[config.mk]
export PLATFORM = sky130hd
export DESIGN_NAME = asp_serial_port
export DESIGN_NICKNAME = d
export VERILOG_FILES = /design/src/asp_pkg.sv /design/src/asp_baud_timer.sv /design/src/asp_serial_port.sv
export SDC_FILE = /design/constraint.sdc
export NUM_CORES = 1
export LEC_CHECK = 0
export BUFFER_PORTS_ARGS = -buffer_cell sky130_fd_sc_hd__buf_2
export CORE_MARGIN = 3
export CORE_UTILIZATION = 50
export DETAILED_ROUTE_END_ITERATION = 8
export PLACE_DENSITY = 0.85
export SLEW_MARGIN = 15
export SYNTH_ARGS = -nofsm -noshare
export SYNTH_HDL_FRONTEND = slang
export SYNTH_SLANG_ARGS = --single-unit
[constraint.sdc]
create_clock -name pclk -period 4.15 [get_ports pclk]
set_clock_uncertainty 0.2 [all_clocks]
set_input_delay 0.6225 -clock pclk [delete_from_list [all_inputs] [get_ports pclk]]
set_output_delay 0.6225 -clock pclk [all_outputs]
set_load 0.01 [all_outputs]
[src/asp_pkg.sv]
// Shared constants and types for the asynchronous serial port
package asp_pkg;

    // Printed register indices; byte address is four times the index
    localparam logic [9:0] CTRL_INDEX = 10'h098;
    localparam logic [9:0] DATA_INDEX = 10'h099;
    localparam logic [9:0] CONFIG_INDEX = 10'h09A;
    localparam logic [11:0] CTRL_ADDR = {CTRL_INDEX, 2'b00};
    localparam logic [11:0] DATA_ADDR = {DATA_INDEX, 2'b00};
    localparam logic [11:0] CONFIG_ADDR = {CONFIG_INDEX, 2'b00};

    // Control register field positions
    localparam int CTRL_FORMAT_BIT = 7;
    localparam int CTRL_UNUSED_BIT = 6;
    localparam int CTRL_CHECK_BIT = 5;
    localparam int CTRL_RXON_BIT = 4;
    localparam int CTRL_TX9_BIT = 3;
    localparam int CTRL_RX9_BIT = 2;
    localparam int CTRL_TXDONE_BIT = 1;
    localparam int CTRL_RXDONE_BIT = 0;
    localparam logic [7:0] CTRL_RESET = 8'h00;

    // Config register field positions
    localparam int CFG_RELOAD_LSB = 0;
    localparam int CFG_IRQ_EN_BIT = 8;
    localparam int CFG_RUN_BIT = 9;
    localparam logic [7:0] RELOAD_RESET = 8'h00;

    // Timer wraps from this count back to the reload value
    localparam logic [7:0] TIMER_TOP = 8'hFF;
    localparam logic [3:0] DATA_BITS = 4'h8;
    localparam logic [7:0] DATA_RESET = 8'h00;

    typedef struct packed {
        logic frame_format_select;
        logic unused;
        logic check_enable_bit;
        logic receiver_on_bit;
        logic tx_ninth_bit;
        logic rx_ninth_bit;
        logic tx_done_flag;
        logic rx_done_flag;
    } asp_ctrl_t;

    typedef struct packed {
        logic run;
        logic irq_en;
        logic [7:0] reload;
    } asp_cfg_t;

    typedef enum {
        ASP_TX_IDLE, ASP_TX_START, ASP_TX_DATA, ASP_TX_NINTH, ASP_TX_STOP
    } asp_tx_state_t;

    typedef enum {
        ASP_RX_IDLE, ASP_RX_START, ASP_RX_DATA, ASP_RX_NINTH, ASP_RX_STOP
    } asp_rx_state_t;

endpackage : asp_pkg

[src/asp_baud_timer.sv]
// Eight-bit auto-reload baud timer with forced reload
`timescale 1ns/1ps
module asp_baud_timer (
    // Clock and reset
    input wire logic pclk,
    input wire logic presetn,
    // Control
    input wire logic tick,
    input wire logic run,
    input wire logic force_reload,
    input wire logic [7:0] reload,
    // Overflow pulse
    output logic ovf
);
    logic [7:0] count_q;
    logic ovf_q;

    // Period is 256 minus the reload value in timer ticks
    always_ff @(posedge pclk or negedge presetn) begin
        if (!presetn) begin
            count_q <= 8'h00;
        end else if (force_reload) begin
            count_q <= reload;
        end else if (run && tick) begin
            if (count_q == asp_pkg::TIMER_TOP) begin
                count_q <= reload;
            end else begin
                count_q <= count_q + 8'h01;
            end
        end
    end

    always_ff @(posedge pclk or negedge presetn) begin
        if (!presetn) begin
            ovf_q <= 1'b0;
        end else begin
            ovf_q <= run && tick && !force_reload
                && (count_q == asp_pkg::TIMER_TOP);
        end
    end

    assign ovf = ovf_q;

endmodule : asp_baud_timer

[src/asp_serial_port.sv]
// Full-duplex serial port with 8-bit and 9-bit frames and APB registers
//
// Overview of operation
// - Bit rate is timer overflow rate halved; period is 256 minus reload.
// - Receive timer is a private copy, reloaded at each start edge.
// - Data reads return receive latch; writes load transmit shift register.
// - Control bit 7 clear selects 8-bit frames, set selects 9-bit.
// - 8-bit frame: start, eight data bits LSB first, one stop.
// - 8-bit mode stores received stop level into received ninth bit.
// - Writing the data buffer starts a transmit frame.
// - Transmit-done flag sets at the start of the stop bit.
// - Receiver accepts frames only while receive enable is set.
// - 8-bit accept needs done flag clear and, if checking, stop high.
// - On overrun the earlier byte stays; later frame is discarded.
// - Rejected frame leaves buffer, ninth bit and done flag untouched.
// - Interrupt request follows either done flag when enabled.
// - 9-bit frame: start, eight data LSB first, ninth bit, stop.
// - Transmitted ninth bit comes from software field, only in 9-bit mode.
// - 9-bit mode stores received ninth bit and ignores stop level.
// - 9-bit accept needs done flag clear and, if checking, ninth high.
// - Receive-done flag sets at stop sampling when a byte is accepted.
// - Hardware never clears the done flags; only software writes do.
// - Control bit 6 always reads one and ignores writes.
//
// Added by the designer: the APB register port.
`timescale 1ns/1ps
module asp_serial_port (
    // Clock and reset
    input wire logic pclk,
    input wire logic presetn,
    // APB slave
    input wire logic psel,
    input wire logic penable,
    input wire logic pwrite,
    input wire logic [11:0] paddr,
    input wire logic [31:0] pwdata,
    output logic [31:0] prdata,
    output logic pready,
    output logic pslverr,
    // Baud timer clock enable, one pulse per timer tick
    input wire logic baud_timer_clock,
    // Serial pins
    output logic txd,
    input wire logic rxd,
    // Interrupt request
    output logic irq
);
    asp_pkg::asp_ctrl_t ctrl_q;
    asp_pkg::asp_cfg_t cfg_q;
    logic [7:0] rx_buf_q;
    logic [7:0] tx_shift_q;
    logic tx_pend_q;
    logic tx_half_q;
    logic tx_ovf;
    logic tx_bit_tick;
    logic [3:0] tx_cnt_q;
    logic txd_q;
    asp_pkg::asp_tx_state_t tx_state_q;
    logic rx_prev_q;
    logic rx_fall;
    logic rx_force;
    logic rx_ovf;
    logic rx_half_q;
    logic rx_sample;
    logic [7:0] rx_shift_q;
    logic [3:0] rx_cnt_q;
    logic rx_ninth_q;
    asp_pkg::asp_rx_state_t rx_state_q;
    logic rx_accept;
    logic rx_stop_sample;
    logic tx_done_set;
    logic access;
    logic wr_ctrl;
    logic wr_data;
    logic wr_cfg;
    logic mapped;

    function automatic logic addr_is(input logic [11:0] a,
                                     input logic [11:0] r);
        return a == r;
    endfunction : addr_is

    // APB decode: zero wait states, error on unmapped addresses
    assign access = psel && penable;
    assign mapped = addr_is(paddr, asp_pkg::CTRL_ADDR)
        || addr_is(paddr, asp_pkg::DATA_ADDR)
        || addr_is(paddr, asp_pkg::CONFIG_ADDR);
    assign wr_ctrl = access && pwrite && addr_is(paddr, asp_pkg::CTRL_ADDR);
    assign wr_data = access && pwrite && addr_is(paddr, asp_pkg::DATA_ADDR);
    assign wr_cfg = access && pwrite && addr_is(paddr, asp_pkg::CONFIG_ADDR);
    assign pready = 1'b1;
    assign pslverr = access && !mapped;

    always_comb begin
        prdata = 32'h0000_0000;
        if (addr_is(paddr, asp_pkg::CTRL_ADDR)) begin
            prdata[7:0] = ctrl_q;
            prdata[asp_pkg::CTRL_UNUSED_BIT] = 1'b1;
        end else if (addr_is(paddr, asp_pkg::DATA_ADDR)) begin
            prdata[7:0] = rx_buf_q;
        end else if (addr_is(paddr, asp_pkg::CONFIG_ADDR)) begin
            prdata[9:0] = cfg_q;
        end
    end

    // Software-owned control fields; bit 6 is never stored
    always_ff @(posedge pclk or negedge presetn) begin
        if (!presetn) begin
            ctrl_q.frame_format_select <= 1'b0;
            ctrl_q.unused <= 1'b0;
            ctrl_q.check_enable_bit <= 1'b0;
            ctrl_q.receiver_on_bit <= 1'b0;
            ctrl_q.tx_ninth_bit <= 1'b0;
        end else if (wr_ctrl) begin
            ctrl_q.frame_format_select <= pwdata[asp_pkg::CTRL_FORMAT_BIT];
            ctrl_q.check_enable_bit <= pwdata[asp_pkg::CTRL_CHECK_BIT];
            ctrl_q.receiver_on_bit <= pwdata[asp_pkg::CTRL_RXON_BIT];
            ctrl_q.tx_ninth_bit <= pwdata[asp_pkg::CTRL_TX9_BIT];
        end
    end

    // Received ninth bit: hardware load on accept wins over software
    always_ff @(posedge pclk or negedge presetn) begin
        if (!presetn) begin
            ctrl_q.rx_ninth_bit <= 1'b0;
        end else if (rx_accept) begin
            ctrl_q.rx_ninth_bit <= ctrl_q.frame_format_select
                ? rx_ninth_q : rxd;
        end else if (wr_ctrl) begin
            ctrl_q.rx_ninth_bit <= pwdata[asp_pkg::CTRL_RX9_BIT];
        end
    end

    // Done flags: a hardware set in the same cycle as a clear wins
    always_ff @(posedge pclk or negedge presetn) begin
        if (!presetn) begin
            ctrl_q.tx_done_flag <= 1'b0;
            ctrl_q.rx_done_flag <= 1'b0;
        end else begin
            if (tx_done_set) begin
                ctrl_q.tx_done_flag <= 1'b1;
            end else if (wr_ctrl) begin
                ctrl_q.tx_done_flag <= pwdata[asp_pkg::CTRL_TXDONE_BIT];
            end
            if (rx_accept) begin
                ctrl_q.rx_done_flag <= 1'b1;
            end else if (wr_ctrl) begin
                ctrl_q.rx_done_flag <= pwdata[asp_pkg::CTRL_RXDONE_BIT];
            end
        end
    end

    always_ff @(posedge pclk or negedge presetn) begin
        if (!presetn) begin
            cfg_q.reload <= asp_pkg::RELOAD_RESET;
            cfg_q.irq_en <= 1'b0;
            cfg_q.run <= 1'b0;
        end else if (wr_cfg) begin
            cfg_q.reload <= pwdata[asp_pkg::CFG_RELOAD_LSB +: 8];
            cfg_q.irq_en <= pwdata[asp_pkg::CFG_IRQ_EN_BIT];
            cfg_q.run <= pwdata[asp_pkg::CFG_RUN_BIT];
        end
    end

    assign irq = cfg_q.irq_en
        && (ctrl_q.tx_done_flag || ctrl_q.rx_done_flag);

    // Transmit bit timer; every second overflow ends a bit
    asp_baud_timer u_tx_timer (
        .pclk(pclk),
        .presetn(presetn),
        .tick(baud_timer_clock),
        .run(cfg_q.run),
        .force_reload(1'b0),
        .reload(cfg_q.reload),
        .ovf(tx_ovf)
    );

    always_ff @(posedge pclk or negedge presetn) begin
        if (!presetn) begin
            tx_half_q <= 1'b0;
        end else if (tx_ovf) begin
            tx_half_q <= !tx_half_q;
        end
    end

    assign tx_bit_tick = tx_ovf && tx_half_q;

    // A write while a frame is in flight is dropped so the line stays sane
    always_ff @(posedge pclk or negedge presetn) begin
        if (!presetn) begin
            tx_pend_q <= 1'b0;
        end else if (wr_data && tx_state_q == asp_pkg::ASP_TX_IDLE
                     && !tx_pend_q) begin
            tx_pend_q <= 1'b1;
        end else if (tx_bit_tick && tx_state_q == asp_pkg::ASP_TX_IDLE) begin
            tx_pend_q <= 1'b0;
        end
    end

    assign tx_done_set = tx_bit_tick
        && ((tx_state_q == asp_pkg::ASP_TX_DATA
             && tx_cnt_q == asp_pkg::DATA_BITS - 4'h1
             && !ctrl_q.frame_format_select)
            || tx_state_q == asp_pkg::ASP_TX_NINTH);

    always_ff @(posedge pclk or negedge presetn) begin
        if (!presetn) begin
            tx_state_q <= asp_pkg::ASP_TX_IDLE;
            tx_shift_q <= asp_pkg::DATA_RESET;
            tx_cnt_q <= 4'h0;
            txd_q <= 1'b1;
        end else begin
            case (tx_state_q)
                asp_pkg::ASP_TX_IDLE: begin
                    txd_q <= 1'b1;
                    if (wr_data && !tx_pend_q) begin
                        tx_shift_q <= pwdata[7:0];
                    end
                    if (tx_bit_tick && tx_pend_q) begin
                        txd_q <= 1'b0;
                        tx_cnt_q <= 4'h0;
                        tx_state_q <= asp_pkg::ASP_TX_START;
                    end
                end
                asp_pkg::ASP_TX_START: begin
                    if (tx_bit_tick) begin
                        txd_q <= tx_shift_q[0];
                        tx_shift_q <= {1'b0, tx_shift_q[7:1]};
                        tx_state_q <= asp_pkg::ASP_TX_DATA;
                    end
                end
                asp_pkg::ASP_TX_DATA: begin
                    if (tx_bit_tick) begin
                        if (tx_cnt_q == asp_pkg::DATA_BITS - 4'h1) begin
                            if (ctrl_q.frame_format_select) begin
                                txd_q <= ctrl_q.tx_ninth_bit;
                                tx_state_q <= asp_pkg::ASP_TX_NINTH;
                            end else begin
                                txd_q <= 1'b1;
                                tx_state_q <= asp_pkg::ASP_TX_STOP;
                            end
                        end else begin
                            txd_q <= tx_shift_q[0];
                            tx_shift_q <= {1'b0, tx_shift_q[7:1]};
                            tx_cnt_q <= tx_cnt_q + 4'h1;
                        end
                    end
                end
                asp_pkg::ASP_TX_NINTH: begin
                    if (tx_bit_tick) begin
                        txd_q <= 1'b1;
                        tx_state_q <= asp_pkg::ASP_TX_STOP;
                    end
                end
                asp_pkg::ASP_TX_STOP: begin
                    if (tx_bit_tick) begin
                        tx_state_q <= asp_pkg::ASP_TX_IDLE;
                    end
                end
                default: begin
                    txd_q <= 1'b1;
                    tx_state_q <= asp_pkg::ASP_TX_IDLE;
                end
            endcase
        end
    end

    assign txd = txd_q;

    // Receive side: falling edge restarts a private timer copy
    always_ff @(posedge pclk or negedge presetn) begin
        if (!presetn) begin
            rx_prev_q <= 1'b1;
        end else begin
            rx_prev_q <= rxd;
        end
    end

    assign rx_fall = rx_prev_q && !rxd;
    assign rx_force = rx_fall && ctrl_q.receiver_on_bit
        && rx_state_q == asp_pkg::ASP_RX_IDLE;

    asp_baud_timer u_rx_timer (
        .pclk(pclk),
        .presetn(presetn),
        .tick(baud_timer_clock),
        .run(cfg_q.run),
        .force_reload(rx_force),
        .reload(cfg_q.reload),
        .ovf(rx_ovf)
    );

    // First overflow after reload lands mid start bit, then every second
    always_ff @(posedge pclk or negedge presetn) begin
        if (!presetn) begin
            rx_half_q <= 1'b0;
        end else if (rx_force) begin
            rx_half_q <= 1'b0;
        end else if (rx_ovf) begin
            rx_half_q <= !rx_half_q;
        end
    end

    assign rx_sample = rx_ovf && !rx_half_q;
    assign rx_stop_sample = rx_sample && rx_state_q == asp_pkg::ASP_RX_STOP;
    // Acceptance; failing it drops the frame and keeps the old byte
    assign rx_accept = rx_stop_sample && !ctrl_q.rx_done_flag
        && (!ctrl_q.check_enable_bit
            || (ctrl_q.frame_format_select ? rx_ninth_q : rxd));

    always_ff @(posedge pclk or negedge presetn) begin
        if (!presetn) begin
            rx_buf_q <= asp_pkg::DATA_RESET;
        end else if (rx_accept) begin
            rx_buf_q <= rx_shift_q;
        end
    end

    always_ff @(posedge pclk or negedge presetn) begin
        if (!presetn) begin
            rx_state_q <= asp_pkg::ASP_RX_IDLE;
            rx_shift_q <= asp_pkg::DATA_RESET;
            rx_cnt_q <= 4'h0;
            rx_ninth_q <= 1'b0;
        end else if (!ctrl_q.receiver_on_bit) begin
            rx_state_q <= asp_pkg::ASP_RX_IDLE;
        end else begin
            case (rx_state_q)
                asp_pkg::ASP_RX_IDLE: begin
                    if (rx_force) begin
                        rx_cnt_q <= 4'h0;
                        rx_state_q <= asp_pkg::ASP_RX_START;
                    end
                end
                asp_pkg::ASP_RX_START: begin
                    if (rx_sample) begin
                        // A glitch that is high again mid bit is no start
                        rx_state_q <= rxd ? asp_pkg::ASP_RX_IDLE
                                          : asp_pkg::ASP_RX_DATA;
                    end
                end
                asp_pkg::ASP_RX_DATA: begin
                    if (rx_sample) begin
                        rx_shift_q <= {rxd, rx_shift_q[7:1]};
                        rx_cnt_q <= rx_cnt_q + 4'h1;
                        if (rx_cnt_q == asp_pkg::DATA_BITS - 4'h1) begin
                            rx_state_q <= ctrl_q.frame_format_select
                                ? asp_pkg::ASP_RX_NINTH
                                : asp_pkg::ASP_RX_STOP;
                        end
                    end
                end
                asp_pkg::ASP_RX_NINTH: begin
                    if (rx_sample) begin
                        rx_ninth_q <= rxd;
                        rx_state_q <= asp_pkg::ASP_RX_STOP;
                    end
                end
                asp_pkg::ASP_RX_STOP: begin
                    if (rx_sample) begin
                        rx_state_q <= asp_pkg::ASP_RX_IDLE;
                    end
                end
                default: begin
                    rx_state_q <= asp_pkg::ASP_RX_IDLE;
                end
            endcase
        end
    end

    // Checks
    a_irq_follows_flags: assert property (@(posedge pclk) disable iff (!presetn)
        irq == (cfg_q.irq_en && (ctrl_q.tx_done_flag || ctrl_q.rx_done_flag)))
        else $error("irq does not follow done flags");
    a_unused_reads_one: assert property (@(posedge pclk) disable iff (!presetn)
        addr_is(paddr, asp_pkg::CTRL_ADDR) |-> prdata[6])
        else $error("control bit 6 not read as one");
    a_txdone_at_stop: assert property (@(posedge pclk) disable iff (!presetn)
        $rose(ctrl_q.tx_done_flag) |-> tx_state_q == asp_pkg::ASP_TX_STOP
        && txd)
        else $error("tx done not at stop bit start");
    a_rxdone_accept: assert property (@(posedge pclk) disable iff (!presetn)
        $rose(ctrl_q.rx_done_flag) |-> $past(rx_stop_sample))
        else $error("rx done set away from stop sample");
    a_flags_no_hw_clear: assert property (@(posedge pclk) disable iff (!presetn)
        $fell(ctrl_q.rx_done_flag) || $fell(ctrl_q.tx_done_flag)
        |-> $past(wr_ctrl))
        else $error("done flag cleared without write");
    a_overrun_keeps: assert property (@(posedge pclk) disable iff (!presetn)
        ctrl_q.rx_done_flag && !wr_ctrl |=> $stable(rx_buf_q))
        else $error("buffer overwritten during overrun");
    a_reject_stable: assert property (@(posedge pclk) disable iff (!presetn)
        rx_stop_sample && ctrl_q.check_enable_bit && !ctrl_q.frame_format_select
        && !rxd && !wr_ctrl |=> $stable(ctrl_q.rx_ninth_bit)
        && !$rose(ctrl_q.rx_done_flag))
        else $error("rejected frame changed state");
    a_ninth_check: assert property (@(posedge pclk) disable iff (!presetn)
        rx_accept && ctrl_q.frame_format_select |=> ctrl_q.rx_ninth_bit
        == $past(rx_ninth_q))
        else $error("ninth bit not stored");
    a_start_bit_low: assert property (@(posedge pclk) disable iff (!presetn)
        tx_state_q == asp_pkg::ASP_TX_START |-> !txd)
        else $error("start bit not low");
    a_rx_off_idle: assert property (@(posedge pclk) disable iff (!presetn)
        !ctrl_q.receiver_on_bit |=> rx_state_q == asp_pkg::ASP_RX_IDLE)
        else $error("receiver active while disabled");

    c_tx_frame: cover property (@(posedge pclk) disable iff (!presetn)
        $rose(ctrl_q.tx_done_flag));
    c_rx_accept: cover property (@(posedge pclk) disable iff (!presetn)
        rx_accept);
    c_rx_overrun: cover property (@(posedge pclk) disable iff (!presetn)
        rx_stop_sample && ctrl_q.rx_done_flag);
    c_nine_bit_rx: cover property (@(posedge pclk) disable iff (!presetn)
        rx_accept && ctrl_q.frame_format_select);

endmodule : asp_serial_port

==> flow_summary.yaml <==
sta:
  fmax_mhz: 291.5
  fin_ws_ps: 719.3
  maxSlewHeadroom: 0.3529
  tightest_slew_ps: 970.6
  maxSlewViolCount: 0
  rsz0062_at_grt: "no"
  fin_crit_ps: 3431
  final-setup-viol-count: 0
  finalSetupTns_ps: 0
  timing.final.crit_share: 0.8267
  finalHoldViolCount: 0
placement:
  dpl_cell_area_mm2: 0.004367
  gp_congestion: 0.8814
  portBuffers: 41
  dp_hpwl_mm: 6.339
  place_ws_ps: 756.2
floorplanning:
  start_util: 0.5276
  die_width_um: 97.23
  ios: 87
  die_area_mm2: 0.009454
  fp.dieH_um: 97.23
  num_rows: 32
  core_mm2: 0.007888
yosys:
  syn_area_per_cell_um2: 10.08
  synth_cell_type_count: 54
  syn_area_mm2: 0.004161
  synth_area_leaders: "dfrtp_1 (46%), mux2_2 (12%), buf_4 (4.3%)"
  async_reset_ff_frac: 1.000
  seq_area_frac_synth: 0.4756
  synth_top_area_frac: 0.4630
  synth_area_leader_cell: "dfrtp_1"
  synth_warnings: 0
  synth_edf_count: 0
  synth_flop_cell: "dfrtp_1"
  ys_ff_latch: 79
  synthCells: 413
finish:
  n_antenna_cell: 0
  drive_gt1_frac: 0.2478
  area_growth_pct: 9.471
  nFillCells: 617
  fin_area_mm2: 0.004556
  nets: 506
  multi_input_area_mm2: 0.002007
  register_area_mm2: 0.001979
  final_common_cell: "dfrtp_1"
  final_cell_mix: "dfrtp_1 (77), mux2_2 (45), nand2_1 (40), buf_2 (40), o21ai_0 (32)"
clock_tree:
  htree_levels: 3
  clock_latency_ps: 360
  cts-buffers-inserted: 9
  cts_tree: "yes"
  clkTransAtPathRegs_ps: 90
  cts_setup_buffers: 0
  clock_sinks: 79
  cts-root-buf: "clkbuf_8"
  cts_resized: 0
  cts_buffer_depth: 2
  postCtsHoldBufs: 0
setup_path:
  worstPathMaxFanout: 12
  critPathMostFrequentCell: "buf_2"
  worstSetupStartpointType: "input port"
  r2r_slack_ps: 1560
  endpoint_kind: "output pin"
  crit_chain: "buf_2, or4b_4, nor4_4, nand2_1, nor2_1, a21oi_1, buf_2"
  crit_slowest_cell: "nor4_4"
  required_ps: 3330
  r2r_cells: 6
  worstPathArrival_ps: 2610
  critPathKind: "in -> out"
  critPathMaxStageDelay_ps: 610
run_status:
  outcome: "completed"
power_and_ir_drop:
  power.density_mw_per_mm2: 301.4
  power_mw: 1.373
  p_leak_nw: 2.103
  ir_drop_v: 0.0002229
grt:
  gr-total-overflow: 0
  grt_pass1_vias: 3191
  grt_pass1_wl_mm: 14.92
  grt_start_max_net_pins: 80
  antenna_found_initial: 0
  grt_use_total: 0.1935
drt:
  wl_mm: 8.924
  drc: 0
  drt_iter0_drc: 368
  drt_pre_antenna_iters: 4
  antenna_left: 0
  routed_via_density: 5.787
  wl_per_cell_um: 15.99
  vias: 3229
job:
  cap_violations: 0
hold_path:
  hp-class: "in -> async"
## worst max-delay path: cells and delay by family
family | cells | cell delay, ps
simple gates | 4 | 1670
compound gates | 1 | 70
buf+inv | 2 | 250
## synth_stat cells (2+ instances only)
| cell | count |
|---|---|
| nand3b_1 | 2 |
| dfrtp_1 | 77 |
| nor2_1 | 30 |
| clkbuf_1 | 12 |
| conb_1 | 2 |
| o211ai_1 | 2 |
| o21a_1 | 2 |
| o22ai_1 | 3 |
| a22oi_1 | 2 |
| buf_4 | 24 |
| xor2_1 | 3 |
| and4_1 | 2 |
| nand3_1 | 17 |
| nand4_1 | 2 |
| a21boi_0 | 2 |
| a211o_1 | 3 |
| dfstp_2 | 2 |
| and3_1 | 7 |
| mux2_2 | 45 |
| nor2b_1 | 5 |
| or3_1 | 4 |
| nand2b_1 | 9 |
| and2_1 | 6 |
| ha_1 | 4 |
| mux2i_1 | 7 |
| inv_1 | 8 |
| a21oi_1 | 26 |
| o21ai_0 | 32 |
| nand2_1 | 40 |
| nor4_1 | 4 |
| nor3_1 | 4 |
| a31oi_1 | 3 |
## state kept, by name (all words and copies together) (netlist names), 3 cells and up
register	count
u_rx_timer.count_q	8
rx_shift_q	8
tx_state_q	3
tx_shift_q	8
rx_cnt_q	4
ctrl_q	7
u_tx_timer.count_q	8
tx_cnt_q	4
cfg_q	10
rx_state_q	3
rx_buf_q	8
## per-layer routing
| layer | track usage | share of wire | up-vias |
|---|---|---|---|
| met4 | 0.06922 | 0.017 | 0 |
| met5 | 0 | 0 | - |
| met1 | 0.2387 | 0.42 | 1598 |
| li1 | - | - | 1497 |
| met3 | 0.03733 | 0.054 | 16 |
| met2 | 0.3381 | 0.51 | 118 |
## final timing paths
check / startpoint / endpoint
setup / recovery: paddr[1] / prdata[3]
hold / removal: presetn / tx_cnt_q[1]
setup reg to reg: u_rx_timer.count_q[0] / u_rx_timer.count_q[7]
hold reg to reg: u_tx_timer.ovf / tx_half_q
max in group asynchronous: presetn / u_tx_timer.count_q[7]
min in group pclk: rxd / rx_prev_q
## per-stage QoR
step           hold WS, ps    util  std cells
2_1_floorplan        126.9       -        434
3_3_place_gp         269.3  0.5536        542
3_5_place_dp         275.2  0.5536        542
4_1_cts              204.6  0.5776        558
5_1_grt              206.6  0.5776        558
6_report             195.6  0.5776        558
## where the power goes
group	switching (mW)	internal [mW]	total [mW]	leakage [nW]
registers	0.00227	0.772	0.775	1.05
clock network	0.302	0.241	0.542	0.0935
logic	0.0393	0.0172	0.0565	0.955
## area by class of cell
cell class / instances / area share
timing repair buffer: 43 / 0.04889
clock inverter: 6 / 0.01126
sequential: 79 / 0.4345
inverter: 8 / 0.006592
multi-input combinational: 310 / 0.4405
tap: 102 / 0.02801
clock buffer: 10 / 0.03021
## cells by family after synthesis
kind of cell | Yosys count | share of synthesized area
AO/OA/AOI/OAI | 85 | 0.1215
XOR/XNOR | 4 | 0.008420
adder cells (fa/ha/maj) | 4 | 0.01203
buffers and inverters | 45 | 0.06254
flip-flops | 79 | 0.4756
multiplexers | 52 | 0.1386
other | 2 | 0.001805
AND/OR/NAND/NOR | 142 | 0.1795
Note: power is estimated with default switching activity, not from simulation.
